## config.mk

```make
export PLATFORM = sky130hd
export DESIGN_NAME = gpen_port
export DESIGN_NICKNAME = d
export VERILOG_FILES = /design/src/gpen_pkg.sv /design/src/gpen_cfg_mem.sv /design/src/gpen_debounce.sv /design/src/gpen_port.sv
export VERILOG_INCLUDE_DIRS = /design/src
export SDC_FILE = /design/constraint.sdc
export NUM_CORES = 1
export LEC_CHECK = 0
export BUFFER_PORTS_ARGS = -buffer_cell sky130_fd_sc_hd__buf_2
export CAP_MARGIN = 5
export CORE_MARGIN = 1.5
export CORE_UTILIZATION = 34
export CTS_CLUSTER_DIAMETER = 40
export DETAILED_ROUTE_END_ITERATION = 10
export MAX_ROUTING_LAYER = met4
export PLACE_DENSITY_LB_ADDON = 0.2
export SLEW_MARGIN = 20
export SYNTH_ARGS = -nofsm -noshare
export SYNTH_HDL_FRONTEND = slang
export SYNTH_HIERARCHICAL = 1
export SYNTH_SLANG_ARGS = --single-unit
```

## constraint.sdc

```tcl
create_clock -name clk_sys -period 6.6 [get_ports clk_sys]
set_input_delay 0.66 -clock clk_sys [delete_from_list [all_inputs] [get_ports clk_sys]]
set_output_delay 0.66 -clock clk_sys [all_outputs]
set_load 0.03 [all_outputs]
```

## src/gpen_cfg.svh

```systemverilog
/*
 * Holds the register indexes, field positions, reset values and timing
 * constants of the event-notify port.
 * Assumes it is included by bare name from the package and the memory, debounce and port modules.
 */
`ifndef GPEN_CFG_SVH
`define GPEN_CFG_SVH

// ****************************************
// Configuration space indexes.
// ****************************************
`define GPEN_IDX_SEL 8'hF0
`define GPEN_IDX_CFG1 8'hF1
`define GPEN_IDX_ROUTE 8'hF2
`define GPEN_IDX_CFG2 8'hF3

// ****************************************
// Runtime register offsets within the port window.
// ****************************************
`define GPEN_RT_DOUT 2'h0
`define GPEN_RT_DIN 2'h1
`define GPEN_RT_EVEN 2'h2
`define GPEN_RT_EVST 2'h3

// ****************************************
// Field positions.
// ****************************************
`define GPEN_C1_OE 0
`define GPEN_C1_OD 1
`define GPEN_C1_PU 2
`define GPEN_C1_LOCK 3
`define GPEN_C1_LEVEL 4
`define GPEN_C1_POL 5
`define GPEN_C1_DEB 6
`define GPEN_RT_IRQ 0
`define GPEN_RT_SMI 1
`define GPEN_C2_VDDL 4

// ****************************************
// Reset values.
// ****************************************
`define GPEN_RST_SEL 8'h00
`define GPEN_RST_CFG1 8'h00
`define GPEN_RST_ROUTE 8'h01
`define GPEN_RST_CFG2 8'h00
`define GPEN_RST_DOUT 8'hFF
`define GPEN_RST_EVEN 8'h00
`define GPEN_RST_EVST 8'h00

// ****************************************
// Timing.
// ****************************************
`define GPEN_CLK_MHZ 125
`define GPEN_DEB_MS 16
`define GPEN_DEB_CYC (`GPEN_DEB_MS * `GPEN_CLK_MHZ * 1000)

`endif

```

## src/gpen_pkg.sv

```systemverilog
/*
 * Holds the types shared by the event-notify port modules.
 * Assumes the configuration header is on the include path.
 */
`default_nettype none
`include "gpen_cfg.svh"

package gpen_pkg;

	// One pin's configuration set.
	typedef struct packed {
		logic [7:0] cfg1;
		logic [7:0] route;
		logic [7:0] cfg2;
	} gpen_pincfg_s;

	// Debounce filter states, Gray coded.
	typedef enum logic [1:0] {
		GPEN_DB_STABLE = 2'h0,
		GPEN_DB_COUNT = 2'h1
	} gpen_db_e;

endpackage
`default_nettype wire

```

## src/gpen_cfg_mem.sv

```systemverilog
/*
 * Holds the eight per-pin configuration sets with a registered read port.
 * Assumes writes come from the same clock domain as the owner.
 */
`timescale 1ns/1ps
`default_nettype none
`include "gpen_cfg.svh"

module gpen_cfg_mem (
	input wire logic clk_sys,
	input wire logic srst,
	input wire logic [2:0] wr_pin,
	input wire logic wr_en,
	input wire gpen_pkg::gpen_pincfg_s wr_data,
	input wire logic [2:0] rd_pin,
	output gpen_pkg::gpen_pincfg_s rd_data,
	output gpen_pkg::gpen_pincfg_s all_cfg [8]
);

	gpen_pkg::gpen_pincfg_s mem_r [8];
	gpen_pkg::gpen_pincfg_s mem_nxt [8];
	gpen_pkg::gpen_pincfg_s rd_r;
	gpen_pkg::gpen_pincfg_s rd_nxt;

	// Next values: one set written per cycle; read data is registered.
	always_comb begin
		for (int i = 0; i < 8; i++) begin
			mem_nxt[i] = mem_r[i];
		end
		if (wr_en) begin
			mem_nxt[wr_pin] = wr_data;
		end
		rd_nxt = mem_nxt[rd_pin];
	end

	// Every set is needed in parallel by the detectors, so all are also exported.
	always_ff @(posedge clk_sys) begin
		for (int i = 0; i < 8; i++) begin
			if (srst) begin
				mem_r[i] <= {`GPEN_RST_CFG1, `GPEN_RST_ROUTE, `GPEN_RST_CFG2};
			end else begin
				mem_r[i] <= mem_nxt[i];
			end
		end
		if (srst) begin
			rd_r <= {`GPEN_RST_CFG1, `GPEN_RST_ROUTE, `GPEN_RST_CFG2};
		end else begin
			rd_r <= rd_nxt;
		end
	end

	assign rd_data = rd_r;
	assign all_cfg = mem_r;

endmodule // gpen_cfg_mem
`default_nettype wire

```

## src/gpen_debounce.sv

```systemverilog
/*
 * Holds the per-pin debounce filter: a level is passed on only after it
 * has been stable for the whole debounce period.
 * Assumes its input is already synchronised to clk_sys.
 */
`timescale 1ns/1ps
`default_nettype none
`include "gpen_cfg.svh"

module gpen_debounce #(
	parameter int unsigned DEB_CYC = `GPEN_DEB_CYC
) (
	input wire logic clk_sys,
	input wire logic srst,
	input wire logic din,
	output logic dout
);

	gpen_pkg::gpen_db_e st_r;
	gpen_pkg::gpen_db_e st_nxt;
	logic [31:0] cnt_r;
	logic [31:0] cnt_nxt;
	logic out_r;
	logic out_nxt;

	// A change restarts the count; the output follows only after a quiet period.
	always_comb begin
		st_nxt = st_r;
		cnt_nxt = cnt_r;
		out_nxt = out_r;
		case (st_r)
			gpen_pkg::GPEN_DB_STABLE: begin
				if (din != out_r) begin
					st_nxt = gpen_pkg::GPEN_DB_COUNT;
					cnt_nxt = 32'h0000_0000;
				end
			end
			default: begin
				if (din == out_r) begin
					st_nxt = gpen_pkg::GPEN_DB_STABLE;
				end else if (cnt_r >= DEB_CYC - 1) begin
					out_nxt = din;
					st_nxt = gpen_pkg::GPEN_DB_STABLE;
				end else begin
					cnt_nxt = cnt_r + 32'h0000_0001;
				end
			end
		endcase
	end

	// Starts high so a pulled-up pin raises no false falling edge.
	always_ff @(posedge clk_sys) begin
		if (srst) begin
			st_r <= gpen_pkg::GPEN_DB_STABLE;
			cnt_r <= 32'h0000_0000;
			out_r <= 1'b1;
		end else begin
			st_r <= st_nxt;
			cnt_r <= cnt_nxt;
			out_r <= out_nxt;
		end
	end

	assign dout = out_r;

endmodule // gpen_debounce
`default_nettype wire

```

## src/gpen_port.sv

```systemverilog
/*
 * Holds the eight-pin event-notify port: configuration sets, runtime
 * registers, event detection and routing to interrupt and management outputs.
 * Assumes a host-side decoder delivering one-cycle config and runtime
 * strobes on clk_sys, and pad logic resolving pins from out/oe.
 */
`timescale 1ns/1ps
`default_nettype none
`include "gpen_cfg.svh"

module gpen_port #(
	parameter int unsigned DEB_CYC = `GPEN_DEB_CYC
) (
	input wire logic clk_sys,
	input wire logic srst,
	input wire logic cfg_wr,
	input wire logic cfg_rd,
	input wire logic [7:0] cfg_index,
	input wire logic [7:0] cfg_wdata,
	output logic [7:0] cfg_rdata,
	input wire logic rt_wr,
	input wire logic rt_rd,
	input wire logic [1:0] rt_addr,
	input wire logic [7:0] rt_wdata,
	output logic [7:0] rt_rdata,
	input wire logic block_active,
	input wire logic main_supply_ok,
	input wire logic lock_release,
	input wire logic [7:0] pin_mux_sel,
	input wire logic [7:0] pin_in,
	output logic [7:0] pin_out,
	output logic [7:0] pin_oe,
	output logic [7:0] pin_pullup,
	output logic irq_out,
	output logic mgmt_interrupt_out
);

	// ****************************************
	// State.
	// ****************************************
	logic [7:0] sel_r, sel_nxt;
	logic [7:0] dout_r, dout_nxt;
	logic [7:0] even_r, even_nxt;
	logic [7:0] evst_r, evst_nxt;
	logic [7:0] sync1_r, sync2_r, prev_r;
	logic [7:0] crd_r, crd_nxt;
	logic [7:0] rrd_r, rrd_nxt;
	logic irq_r, irq_nxt, smi_r, smi_nxt;
	logic [7:0] det_lvl, act_lvl, act_edge, hit, pend;
	logic [7:0] deb_out, lock_v, vddl_v, oe_v, od_v;
	logic rt_open;
	logic cm_we;
	gpen_pkg::gpen_pincfg_s cm_wdata, cm_rdata;
	gpen_pkg::gpen_pincfg_s cfg_all [8];

	// ****************************************
	// Configuration storage.
	// ****************************************
	gpen_cfg_mem u_cfg_mem (
		.clk_sys(clk_sys),
		.srst(srst),
		.wr_pin(sel_nxt[2:0]),
		.wr_en(cm_we),
		.wr_data(cm_wdata),
		.rd_pin(sel_nxt[2:0]),
		.rd_data(cm_rdata),
		.all_cfg(cfg_all)
	);

	// Per-pin field views taken from the configuration sets.
	always_comb begin
		for (int i = 0; i < 8; i++) begin
			lock_v[i] = cfg_all[i].cfg1[`GPEN_C1_LOCK];
			vddl_v[i] = cfg_all[i].cfg2[`GPEN_C2_VDDL];
			oe_v[i] = cfg_all[i].cfg1[`GPEN_C1_OE];
			od_v[i] = cfg_all[i].cfg1[`GPEN_C1_OD];
		end
	end

	// Select register and config write; locked fields keep their old value.
	always_comb begin
		sel_nxt = sel_r;
		cm_we = 1'b0;
		cm_wdata = cm_rdata;
		if (lock_release) begin
			cm_we = 1'b1;
			cm_wdata.cfg1[`GPEN_C1_LOCK] = 1'b0;
		end
		if (cfg_wr) begin
			if (cfg_index == `GPEN_IDX_SEL) begin
				sel_nxt = {5'h00, cfg_wdata[2:0]};
				cm_we = 1'b0;
			end else if (cfg_index == `GPEN_IDX_CFG1) begin
				cm_we = 1'b1;
				if (cm_rdata.cfg1[`GPEN_C1_LOCK] && !lock_release) begin
					cm_wdata.cfg1 = {cfg_wdata[7:4], cm_rdata.cfg1[3:0]};
				end else begin
					cm_wdata.cfg1 = cfg_wdata;
				end
			end else if (cfg_index == `GPEN_IDX_ROUTE) begin
				cm_we = 1'b1;
				cm_wdata.route = cfg_wdata;
			end else if (cfg_index == `GPEN_IDX_CFG2) begin
				cm_we = 1'b1;
				if (cm_rdata.cfg1[`GPEN_C1_LOCK] && !lock_release) begin
					cm_wdata.cfg2 = {cfg_wdata[7], cm_rdata.cfg2[6:4], cfg_wdata[3:0]};
				end else begin
					cm_wdata.cfg2 = cfg_wdata;
				end
			end
		end
		if (cfg_wr && cfg_index == `GPEN_IDX_SEL) begin
			cm_we = 1'b0;
		end
	end

	// Config read data; the selected set is the one held in the read register.
	always_comb begin
		crd_nxt = 8'h00;
		if (cfg_rd) begin
			if (cfg_index == `GPEN_IDX_SEL) begin
				crd_nxt = sel_r;
			end else if (cfg_index == `GPEN_IDX_CFG1) begin
				crd_nxt = cm_rdata.cfg1;
			end else if (cfg_index == `GPEN_IDX_ROUTE) begin
				crd_nxt = cm_rdata.route;
			end else if (cfg_index == `GPEN_IDX_CFG2) begin
				crd_nxt = cm_rdata.cfg2;
			end
		end
	end

	// ****************************************
	// Pin input path.
	// ****************************************
	// Two flops guard against metastability from the asynchronous pins.
	always_ff @(posedge clk_sys) begin
		if (srst) begin
			sync1_r <= 8'hFF;
			sync2_r <= 8'hFF;
		end else begin
			sync1_r <= pin_in;
			sync2_r <= sync1_r;
		end
	end

	for (genvar g = 0; g < 8; g++) begin : g_deb
		gpen_debounce #(.DEB_CYC(DEB_CYC)) u_deb (
			.clk_sys(clk_sys),
			.srst(srst),
			.din(sync2_r[g]),
			.dout(deb_out[g])
		);
	end

	// Detection: edges compare against the previous detector level.
	always_comb begin
		for (int i = 0; i < 8; i++) begin
			det_lvl[i] = cfg_all[i].cfg1[`GPEN_C1_DEB] ? deb_out[i] : sync2_r[i];
			act_lvl[i] = (det_lvl[i] == cfg_all[i].cfg1[`GPEN_C1_POL]);
			act_edge[i] = act_lvl[i] && (prev_r[i] != det_lvl[i]);
			hit[i] = cfg_all[i].cfg1[`GPEN_C1_LEVEL] ? act_lvl[i] : act_edge[i];
		end
	end

	// ****************************************
	// Runtime registers.
	// ****************************************
	// Enable and status are sealed off only when inactive and unpowered.
	assign rt_open = block_active || main_supply_ok;

	// Set beats clear, so a held active level re-sets status at once.
	always_comb begin
		dout_nxt = dout_r;
		even_nxt = even_r;
		evst_nxt = evst_r;
		if (rt_wr && rt_addr == `GPEN_RT_DOUT && block_active) begin
			dout_nxt = (rt_wdata & ~lock_v) | (dout_r & lock_v);
		end
		if (rt_wr && rt_addr == `GPEN_RT_EVEN && rt_open) begin
			even_nxt = rt_wdata;
		end
		if (rt_wr && rt_addr == `GPEN_RT_EVST && rt_open) begin
			evst_nxt = evst_r & ~rt_wdata;
		end
		evst_nxt = evst_nxt | hit;
		if (!main_supply_ok) begin
			evst_nxt = evst_nxt & ~vddl_v;
		end
	end

	// Runtime read mux; data-in shows the live synchronised pins.
	always_comb begin
		rrd_nxt = 8'h00;
		if (rt_rd) begin
			if (rt_addr == `GPEN_RT_DOUT && block_active) begin
				rrd_nxt = dout_r;
			end else if (rt_addr == `GPEN_RT_DIN && block_active) begin
				rrd_nxt = sync2_r;
			end else if (rt_addr == `GPEN_RT_EVEN && rt_open) begin
				rrd_nxt = even_r;
			end else if (rt_addr == `GPEN_RT_EVST && rt_open) begin
				rrd_nxt = evst_r;
			end
		end
	end

	// ****************************************
	// Notification.
	// ****************************************
	// Software writes reach here only via the real pin level.
	always_comb begin
		irq_nxt = 1'b0;
		smi_nxt = 1'b0;
		for (int i = 0; i < 8; i++) begin
			pend[i] = evst_r[i] && even_r[i];
			if (pend[i] && cfg_all[i].route[`GPEN_RT_IRQ] && block_active && main_supply_ok) begin
				irq_nxt = 1'b1;
			end
			if (pend[i] && cfg_all[i].route[`GPEN_RT_SMI] && (main_supply_ok || !vddl_v[i])) begin
				smi_nxt = 1'b1;
			end
		end
	end

	always_ff @(posedge clk_sys) begin
		if (srst) begin
			sel_r <= `GPEN_RST_SEL;
			dout_r <= `GPEN_RST_DOUT;
			even_r <= `GPEN_RST_EVEN;
			evst_r <= `GPEN_RST_EVST;
			prev_r <= 8'hFF;
			crd_r <= 8'h00;
			rrd_r <= 8'h00;
			irq_r <= 1'b0;
			smi_r <= 1'b0;
		end else begin
			sel_r <= sel_nxt;
			dout_r <= dout_nxt;
			even_r <= even_nxt;
			evst_r <= evst_nxt;
			prev_r <= det_lvl;
			crd_r <= crd_nxt;
			rrd_r <= rrd_nxt;
			irq_r <= irq_nxt;
			smi_r <= smi_nxt;
		end
	end

	// Pad drive: open-drain releases on one; supply-loaded pins float unpowered.
	always_comb begin
		for (int i = 0; i < 8; i++) begin
			pin_out[i] = dout_r[i];
			pin_oe[i] = oe_v[i] && pin_mux_sel[i] && !(od_v[i] && dout_r[i])
				&& (main_supply_ok || !vddl_v[i]);
			pin_pullup[i] = cfg_all[i].cfg1[`GPEN_C1_PU] && (main_supply_ok || !vddl_v[i]);
		end
	end

	assign cfg_rdata = crd_r;
	assign rt_rdata = rrd_r;
	assign irq_out = irq_r;
	assign mgmt_interrupt_out = smi_r;

	// ****************************************
	// Checks.
	// ****************************************
	chk_pend_irq: assert property (@(posedge clk_sys) disable iff (srst)
		(|(evst_r & even_r & {cfg_all[7].route[0], cfg_all[6].route[0], cfg_all[5].route[0],
		cfg_all[4].route[0], cfg_all[3].route[0], cfg_all[2].route[0], cfg_all[1].route[0],
		cfg_all[0].route[0]}) && block_active && main_supply_ok) |=> irq_out)
		else $error("irq not raised for pending routed pin");
	chk_irq_gate: assert property (@(posedge clk_sys) disable iff (srst)
		(!block_active || !main_supply_ok) |=> !irq_out)
		else $error("irq asserted while gated");
	chk_smi_none: assert property (@(posedge clk_sys) disable iff (srst)
		((evst_r & even_r) == 8'h00) |=> !mgmt_interrupt_out)
		else $error("mgmt interrupt without pending pin");
	chk_w1c_clear: assert property (@(posedge clk_sys) disable iff (srst)
		(rt_wr && rt_addr == `GPEN_RT_EVST && rt_open && rt_wdata[0] && !hit[0] && main_supply_ok)
		|=> !evst_r[0])
		else $error("status bit not cleared by write one");
	chk_status_set: assert property (@(posedge clk_sys) disable iff (srst)
		hit[0] && (main_supply_ok || !vddl_v[0]) |=> evst_r[0])
		else $error("status not set on active event");
	chk_w0_keep: assert property (@(posedge clk_sys) disable iff (srst)
		(evst_r[1] && main_supply_ok && !(rt_wr && rt_addr == `GPEN_RT_EVST && rt_wdata[1])) |=> evst_r[1])
		else $error("status bit lost without clear");
	chk_lock_dout: assert property (@(posedge clk_sys) disable iff (srst)
		(|lock_v) |=> (((dout_r ^ $past(dout_r)) & $past(lock_v)) == 8'h00))
		else $error("locked data-out bit changed");
	chk_vdd_clear: assert property (@(posedge clk_sys) disable iff (srst)
		!main_supply_ok |=> ((evst_r & $past(vddl_v)) == 8'h00))
		else $error("supply-loaded status survived power loss");

endmodule // gpen_port
`default_nettype wire

```

After elaboration in Yosys (flattened, before gate mapping):

Index checks and enable logic that the tools add are counted.

* bits in registers: 565
* input bits: 51
* output and inout bits: 42
* word-level logic and storage cells: 483

* $add $sub $neg: 8
* $lt $le $gt $ge: 10
* equality and inequality tests: 63
* mux-type cells: 132
* bitwise gates (word level): 28
* reduce and logical (&&, ||, !) cells: 179

Operator list (count)
* 32-bit two-way mux: 32
* 32-bit by 1-bit adder with 32-bit output (second input constant): 8
* 32-bit by 21-bit greater-or-equal comparator with 1-bit output (second input constant): 8
* 192-bit bitwise mux: 1
* 192-bit two-way mux: 1
* 24-bit two-way mux: 5
* 1-bit logical AND: 109
* 8-bit two-way mux: 13
* 24-bit binary-select mux with 3-bit select: 1
* 24-bit demux with 3-bit select: 1
* 2-bit two-way mux: 32
* 3-bit AND reduction: 16
* 1-bit two-way mux: 40
* 8-bit bitwise AND: 4
* 8-bit equality test (second input constant): 4
* 2-bit != test (second input constant): 16
* 8-bit NOT: 3
* 3-bit nonzero test: 8
* 2-bit logical NOT: 9
* 1-bit NOT: 18
* 1-bit logical NOT: 17
* 1-bit equality test: 16
* 16-bit two-way mux: 1
* 1-bit != test: 16
* other kinds (14): 41

Logic depth before layout (Yosys ltp):

Gate-level depths: netlist of run 1.

* word-level depth: 13
* depth in mapped cells: 12
* gate-level depth less buffers: 8

Modules after synthesis:

The synthesis of run 1 kept the hierarchy.

Modules (own cells, without submodules)
* gpen_debounce: instances 8, cells an instance 196, area each 1689.1 um^2
* gpen_cfg_mem: instances 1, cells an instance 901, area each 8753.4 um^2
* gpen_port: instances 1, cells an instance 411, area each 3721.1 um^2

Least setup slack after synthesis of run 1:

No wires, ideal clock.

* kind: input-to-reg
* from: in cfg_index[2]
* to: reg u_cfg_mem.rd_r (netlist bit u_cfg_mem/rd_data[8])
* setup time: 0.126 ns
* arrival time: 3.043 ns
* data required time: 6.474 ns
* path slack: 3.431 ns
* stages on the path: 12
* path buffers: 4
* cell sequence: nand4bb_1 buf_6 nor4_4 mux2_2 buf_6 and4bb_2 buf_4 buf_6 nor3_1 a21oi_1 a221oi_1 nand3_1

* longest elaborated chain between the ends: 13
* elaborated cells between the ends (all ways): 28

Ends and longest elaborated chain
* start, declared: RTL line gpen_port.sv:18 `input wire logic [7:0] cfg_index,`
* 8-bit equality test (no line) (*)
* 3-bit two-way mux (*): RTL line gpen_port.sv:90 `` if (cfg_index == `GPEN_IDX_SEL) begin ``
* 3-bit two-way mux (*): RTL line gpen_port.sv:89 `if (cfg_wr) begin`
* net sel_nxt[0]: RTL line gpen_port.sv:41 `logic [7:0] sel_r, sel_nxt;`
* 3-bit NOT with 4-bit output (implied by the code) (*): RTL line gpen_cfg_mem.sv:31, gpen_cfg_mem.sv:33
* 4-bit greater-or-equal comparator (implied by the code) or 4-bit by 1-bit less-than comparator with 1-bit output (tied branches): RTL line gpen_cfg_mem.sv:31 `mem_nxt[wr_pin] = wr_data;`
* 1-bit logical AND (implied by the code): RTL line gpen_cfg_mem.sv:31
* 24-bit two-way mux (implied by the code): RTL line gpen_cfg_mem.sv:31
* 24-bit demux with 3-bit select: RTL line gpen_cfg_mem.sv:31
* 192-bit bitwise mux: RTL line gpen_cfg_mem.sv:31
* 192-bit two-way mux: RTL line gpen_cfg_mem.sv:30 `if (wr_en) begin`
* 24-bit binary-select mux with 3-bit select (*): RTL line gpen_cfg_mem.sv:33 `rd_nxt = mem_nxt[rd_pin];`
* 24-bit two-way mux (implied by the code) (*) (2 in series): RTL line gpen_cfg_mem.sv:33
* end signal, assigned: RTL line gpen_cfg_mem.sv:46 `` rd_r <= {`GPEN_RST_CFG1, `GPEN_RST_ROUTE, `GPEN_RST_CFG2}; ``
* end signal, assigned: RTL line gpen_cfg_mem.sv:48 `rd_r <= rd_nxt;`
* end, declared: RTL line gpen_cfg_mem.sv:22 `gpen_pkg::gpen_pincfg_s rd_r;`

Mark *: on every way through the listed nets, which the timed path passes. The rest lies on a longest branch. The select of a mux whose other input is x is not followed.
A chain may end at the register's enable or synchronous reset.

Worst setup path in the final report of run 1:

* from: in cfg_index[2]
* to: reg u_cfg_mem.rd_r (netlist bit u_cfg_mem/rd_data[20])

Same word-level chain as after synthesis.

==> qor.yml, run 1 <==
synthesis:
  synth_cell_types: 71
  synthesis.nets: 2939
  postSynthCellCount: 2880
  async_flop_share_pct: 0
  synth_area_leaders: "dfxtp_1 43%, mux2i_1 8.2%, nor2_1 4.0%"
  ys_seq_area_share_pct: 42.9
  ys.warnings.count: 6
  ys_ff_latch: 557
  synth_top_area_share_pct: 42.9
  synth_top_area_cell: "dfxtp_1"
  syn_area_um2: 26000
  yosys_most_used_dff: "dfxtp_1"
  synth_area_per_cell_um2: 9.02
  synth_edf_count: 0
clocking:
  cts.repair.resized: 0
  post_cts_buffers: 0
  clock-sinks: 557
  worstSkewPairLatency_ns: 0.64
  cts_buffers: 96
  cts_tree: "yes"
  holdBufCountCts: 0
  ctsRootBufferMaster: "clkbuf_16"
  clk_pin_slew_ns: 0.05
  cts_max_path_buffers: 3
  h-tree-depth: 3
drt:
  routedWlPerCell_um: 18.7
  viasPerCell: 5.53
  firstDrtPassIters: 7
  drtIter0Drc: 1732
  vias: 22000
  ant_nets: 0
  finalWirelength_um: 74400
  drc: 0
global_routing:
  antenna_found_initial: 7
  grt_pass1_wl_um: 118000
  grt_overflow: 0
  grt_usage_pct: 19.3
  grt_max_degree: 102
  grt_pass1_vias: 21200
placement:
  port_buffers: 92
  dpl_worst_slack_ns: 1.67
  place_congestion: 0.872
  dp_hpwl_um: 50800
worst_setup_path:
  path_cells: "buf_2, nand4bb_1, nor4_4, mux2_2, nor4b_4, buf_4, mux2i_1, a222oi_1, nand2_1, nand2_1"
  r2r-start: "sel_r[0]"
  cp_top_family: "simple AND/OR/NAND/NOR gates"
  slowest_delay_ns: 1.00
  critPathBufInv: 2
  reg2regPathDepth: 7
  cp_data_required_time_ns: 7.18
  crit_slowest_cell: "nor4b_4"
  rrSetupSlack_ns: 3.52
  cp-end-kind: "register"
  critPathKind: "in -> reg"
  cp-start-kind: "input pin"
  arrival_ns: 4.92
  crit_path_frequent_cell: "nand2_1"
  crit_cells: 10
  r2r-end: "u_cfg_mem/rd_data[20]"
  cp_max_fo: 18
floorplan:
  core_um2: 75800
  fp.dieArea_um2: 78100
  start_util_pct: 34.3
  rows: 101
  io_pins: 93
  die_h_um: 279
  fp.dieW_um: 279
final_layout:
  syn_to_final_growth_pct: 16.1
  nets: 2971
  top_register: "g_deb.u_deb/cnt_r"
  most-common-layout-cells: "557 x dfxtp_1, 278 x nor2_1, 221 x nand2_1, 212 x mux2i_1, 168 x a21oi_1"
  largest_reg_flops: 256
  layout_commonest_cell: "dfxtp_1"
  final_util_pct: 39.8
  drive_gt1_share_pct: 15.1
timing:
  setup_viol: 0
  max_slew_margin_pct: 23.2
  skew_ns: 0.0230
  fin_ws_ns: 2.26
  fmax_mhz: 230
  tns_ns: 0
  finalHoldViolCount: 0
  final.period_utilization_pct: 65.8
  period_minus_slack_ns: 4.34
  rsz0062_at_grt: "false"
  worst_pin_slew_ns: 1.15
  maxSlewViolCount: 0
flow_run:
  drv_cap: 0
outcome:
  outcome: "finished, final reports clean"
min_path:
  hp-start: "pin_in[7]"
  hold_path_end: "sync1_r[7]"
  holdPathStages: 2
  hp-class: "in -> reg"
power:
  p_per_area_nw_per_um2: 292
  irDropWorstVdd_uv: 244
  power_uw: 8820
  p_leak_uw: 0.0119
-- worst max-delay path by stage --
| stage | startpoint | endpoint | slack (ns) |
|---|---|---|---|
| after floorplan | cfg_index[2] | u_cfg_mem/rd_data[8] | 3.43 |
| after global placement | cfg_index[2] | u_cfg_mem/rd_data[21] | 1.75 |
| after detailed placement | cfg_index[2] | u_cfg_mem/rd_data[21] | 1.67 |
| after CTS | cfg_index[2] | u_cfg_mem/rd_data[20] | 2.33 |
| after global routing | cfg_index[2] | u_cfg_mem/rd_data[20] | 2.11 |
| final | cfg_index[2] | u_cfg_mem/rd_data[20] | 2.26 |
-- layer usage --
layer	vias up	part of all wire [%]	GRT usage [%]
met1	10700	48	26.6
met2	611	44	28.7
li1	10600	-	-
met5	-	0	-
met3	132	6.0	3.24
met4	0	2.5	6.22
-- logic make-up (layout without fill, tap and decap cells) --
logic type | Yosys count | in the layout | share of synthesized area [%]
and+or+nand+nor | 1103 | 1103 | 22.6
buffers and inverters | 281 | 396 | 5.97
AOI/OAI and AO/OA | 665 | 665 | 17.8
other | 0 | 5 | 0
xor gates and xnor gates | 17 | 17 | 0.573
DFF | 557 | 557 | 42.9
muxes | 249 | 249 | 9.77
adders and majority gates | 8 | 8 | 0.385
-- cell usage after synthesis, drive strengths merged, types with 17 or more instances --
cell    number
a211oi      32
a21o        17
a21oi      168
a221oi      34
a22oi       50
a311oi      17
a31oi       91
a41oi       40
and2        94
and3        56
and4        25
buf         70
clkbuf     107
dfxtp      557
inv         95
mux2        37
mux2i      212
nand2      229
nand2b      55
nand3      135
nand4       39
nor2       280
nor2b       18
nor3        62
nor4        43
o21a        32
o21ai       97
or2         17
-- where the power goes --
part | switching [uW] | internal (uW) | total (uW)
combinational | 179 | 72.6 | 251
clock | 1830 | 3330 | 5160
sequential | 21.4 | 3390 | 3410
-- worst register-to-register path, stage by stage (launching register included) --
cell and delay (ns):
dfxtp_1 0.32, mux2_2 0.43, nor4b_4 1.00, buf_4 0.49, mux2i_1 0.17, a222oi_1 0.45
nand2_1 0.10, nand2_1 0.09
-- per-stage QoR --
step | instances | hold slack [ns] | instance area, um^2
final | 3978 | 0.204 | 30200
after global routing | 3978 | 0.183 | 30200
after CTS | 3972 | 0.167 | 30100
after detailed placement | 3791 | 0.393 | 26700
after global placement | 3791 | 0.400 | 26700
after floorplan | 2880 | 0.389 | 26000
-- final cells by class --
type | instances | area (um^2)
diodes | 5 | 12.5
clock buffers | 117 | 2620
clock inverters | 64 | 787
fillers | 7474 | 45700
inverters | 96 | 360
multi-input cells | 2042 | 13300
flip-flops and latches | 557 | 11200
well taps | 978 | 1220
repair buffers | 119 | 693
(Power assumes the default switching activity.)
==> run 2, diff against run 1 <==
==> constraint.sdc (replaced) <==
create_clock -name clk_sys -period 4 [get_ports clk_sys]
set_input_delay 0.4 -clock clk_sys [delete_from_list [all_inputs] [get_ports clk_sys]]
set_output_delay 0.4 -clock clk_sys [all_outputs]
set_load 0.03 [all_outputs]
==> run 2 against run 1 <==
  * Sequential power rose by 65%
  * Critical path depth rose by 2
  * Wire length rose by 0.19%
  * Flip-flop and latch count did not move
  * Via count fell by 0.51%
  * Sequential share of layout area fell by 0.16 points
  * Critical endpoint is now u_cfg_mem/rd_data[21]
  * Total power rose by 62%
  * Clock skew fell by 0.0027 ns
  * Register-to-register slack got worse by 2.1 ns
  * Clock-buffer cell count fell by 11
  * Core utilization rose by 0.17 points
  * Largest cell class unchanged
  * Die area did not move
==> qor.yml, run 2 (synthesis results as in run 1) <==
clocking:
  clk_pin_slew_ns: 0.05
  worstSkewPairLatency_ns: 0.65
  cts_tree: "yes"
  ctsRootBufferMaster: "clkbuf_16"
  h-tree-depth: 3
  clock-sinks: 557
  cts_buffers: 98
  cts.repair.resized: 0
  cts_max_path_buffers: 3
final_layout:
  most-common-layout-cells: "557 x dfxtp_1, 278 x nor2_1, 221 x nand2_1, 212 x mux2i_1, 168 x a21oi_1"
  layout_commonest_cell: "dfxtp_1"
  top_register: "g_deb.u_deb/cnt_r"
  drive_gt1_share_pct: 15.5
  syn_to_final_growth_pct: 16.6
  design_area_um2: 30300
  largest_reg_flops: 256
  nets: 2997
worst_setup_path:
  r2r-start: "sel_r[2]"
  path_cells: "buf_2, nand4bb_1, nor4_4, buf_4, mux2_2, buf_4, nor4b_4, buf_4, mux2i_1, a222oi_1, nand2_1, nand2_1"
  reg2regPathDepth: 7
  critPathKind: "in -> reg"
  crit_cells: 12
  rrSetupSlack_ns: 1.38
  cp-start-kind: "input pin"
  arrival_ns: 3.61
  critPathBufInv: 4
  cp_data_required_time_ns: 4.58
  cp-end-kind: "register"
  cp_top_family: "simple AND/OR/NAND/NOR gates"
  crit_slowest_cell: "a222oi_1"
  crit_path_frequent_cell: "buf_4"
  r2r-end: "u_cfg_mem/rd_data[13]"
  cp_max_fo: 18
  slowest_delay_ns: 0.55
drt:
  viasPerCell: 5.47
  firstDrtPassIters: 5
  drc: 0
  finalWirelength_um: 74500
  ant_nets: 0
  vias: 21900
  routedWlPerCell_um: 18.6
  drtIter0Drc: 1685
timing:
  rsz0062_at_grt: "false"
  tns_ns: 0
  maxSlewViolCount: 0
  period_minus_slack_ns: 3.04
  max_slew_margin_pct: 28.6
  worst_pin_slew_ns: 1.07
  setup_viol: 0
  final.period_utilization_pct: 75.9
  finalHoldViolCount: 0
  fmax_mhz: 329
  skew_ns: 0.0203
min_path:
  hp-class: "in -> reg"
  hp-start: "rt_wdata[3]"
  holdPathStages: 3
  hold_path_end: "even_r[3]"
flow_run:
  drv_cap: 0
placement:
  dp_hpwl_um: 50800
  placed_cell_area_um2: 26900
  port_buffers: 92
  place_congestion: 0.870
power:
  p_per_area_nw_per_um2: 472
  p_leak_uw: 0.0120
  p_sw_uw: 3550
  intPower_uw: 10800
  combPwrFrac_pct: 2.9
  irDropWorstVdd_uv: 341
  seqPwrFrac_pct: 39.3
  p_sw_share_pct: 24.8
  power_uw: 14300
  clock_power_share_pct: 57.8
floorplan:
  start_util_pct: 34.3
  fp.dieArea_um2: 78100
  core_um2: 75800
  io_pins: 93
  die_h_um: 279
  rows: 101
  fp.dieW_um: 279
global_routing:
  antenna_found_initial: 7
  grt_pass1_vias: 21000
  grt_max_degree: 103
  grt_usage_pct: 19.3
  grt_overflow: 0
  grt_pass1_wl_um: 118000
outcome:
  outcome: "finished, final reports clean"
## run 2: changes by cell type in the layout (fill, tap and decap cells not counted), moves of 2 or more
cell / delta
buf_4: +13
dlygate4sd3_1: +9
inv_6: +9
bufinv_16: -7
clkbuf_8: -7
inv_8: +7
clkbuf_1: -5
clkinv_8: +5
clkinvlp_4: -4
buf_12: +3
clkinv_2: -3
clkinv_4: +2
## run 2: tightest hold or removal path, cell delays in order
cell and delay, ns:
buf_2 0.11, nand3_1 0.06, a21oi_1 0.05
## run 2: power by group through the flow
stage	Sequential, uW	Clock (uW)	Combinational (uW)
3_3_place_gp	5740	0	405
2_1_floorplan	5730	0	288
6_report	5620	8270	421
5_1_grt	5620	8720	457
4_1_cts	5620	8450	419
3_5_place_dp	5740	0	409
## run 2: final cells by class
type | count | area, um^2
Fill cell | 7469 | 45500
Sequential cell | 557 | 11200
Inverter | 96 | 360
Tap cell | 978 | 1220
Clock buffer | 106 | 2530
Multi-Input combinational cell | 2042 | 13300
Timing Repair Buffer | 143 | 913
Antenna cell | 6 | 15.0
Clock inverter | 73 | 788
## run 2: per-layer routing
| layer | global-route usage (%) | up-vias | part of all wire, % |
|---|---|---|---|
| met3 | 3.33 | 127 | 5.3 |
| met1 | 26.9 | 10600 | 49 |
| li1 | - | 10700 | - |
| met5 | - | - | 0 |
| met2 | 28.8 | 513 | 43 |
| met4 | 5.42 | 0 | 2.1 |
## run 2: what timing repair did
item,in CTS,in global routing
hold buffers,9,0
buffers inserted,0,0
endpoints found under the hold margin,9,0
endpoints found under the setup margin,0,0
## run 2: worst max path at each step
| stage | startpoint | to |
|---|---|---|
| 4_1_cts | cfg_index[2] | u_cfg_mem/rd_data[14] |
| 2_1_floorplan | cfg_index[2] | u_cfg_mem/rd_data[8] |
| 5_1_grt | cfg_index[2] | u_cfg_mem/rd_data[13] |
| 3_3_place_gp | cfg_index[2] | u_cfg_mem/rd_data[21] |
| 3_5_place_dp | cfg_index[2] | u_cfg_mem/rd_data[13] |
| 6_report | cfg_index[2] | u_cfg_mem/rd_data[21] |
## run 2: per-stage QoR
stage | hold WS, ns | utilization [%] | std cells | worst slack [ns]
finish | 0.0451 | 40.0 | 4001 | 0.965
global route | 0.0335 | 39.9 | 4000 | 0.934
CTS | 0.00325 | 39.9 | 3995 | 1.06
detailed placement | 0.394 | 35.4 | 3807 | 0.402
global placement | 0.399 | 35.4 | 3807 | 0.457
floorplan | 0.389 | - | 2880 | 1.09
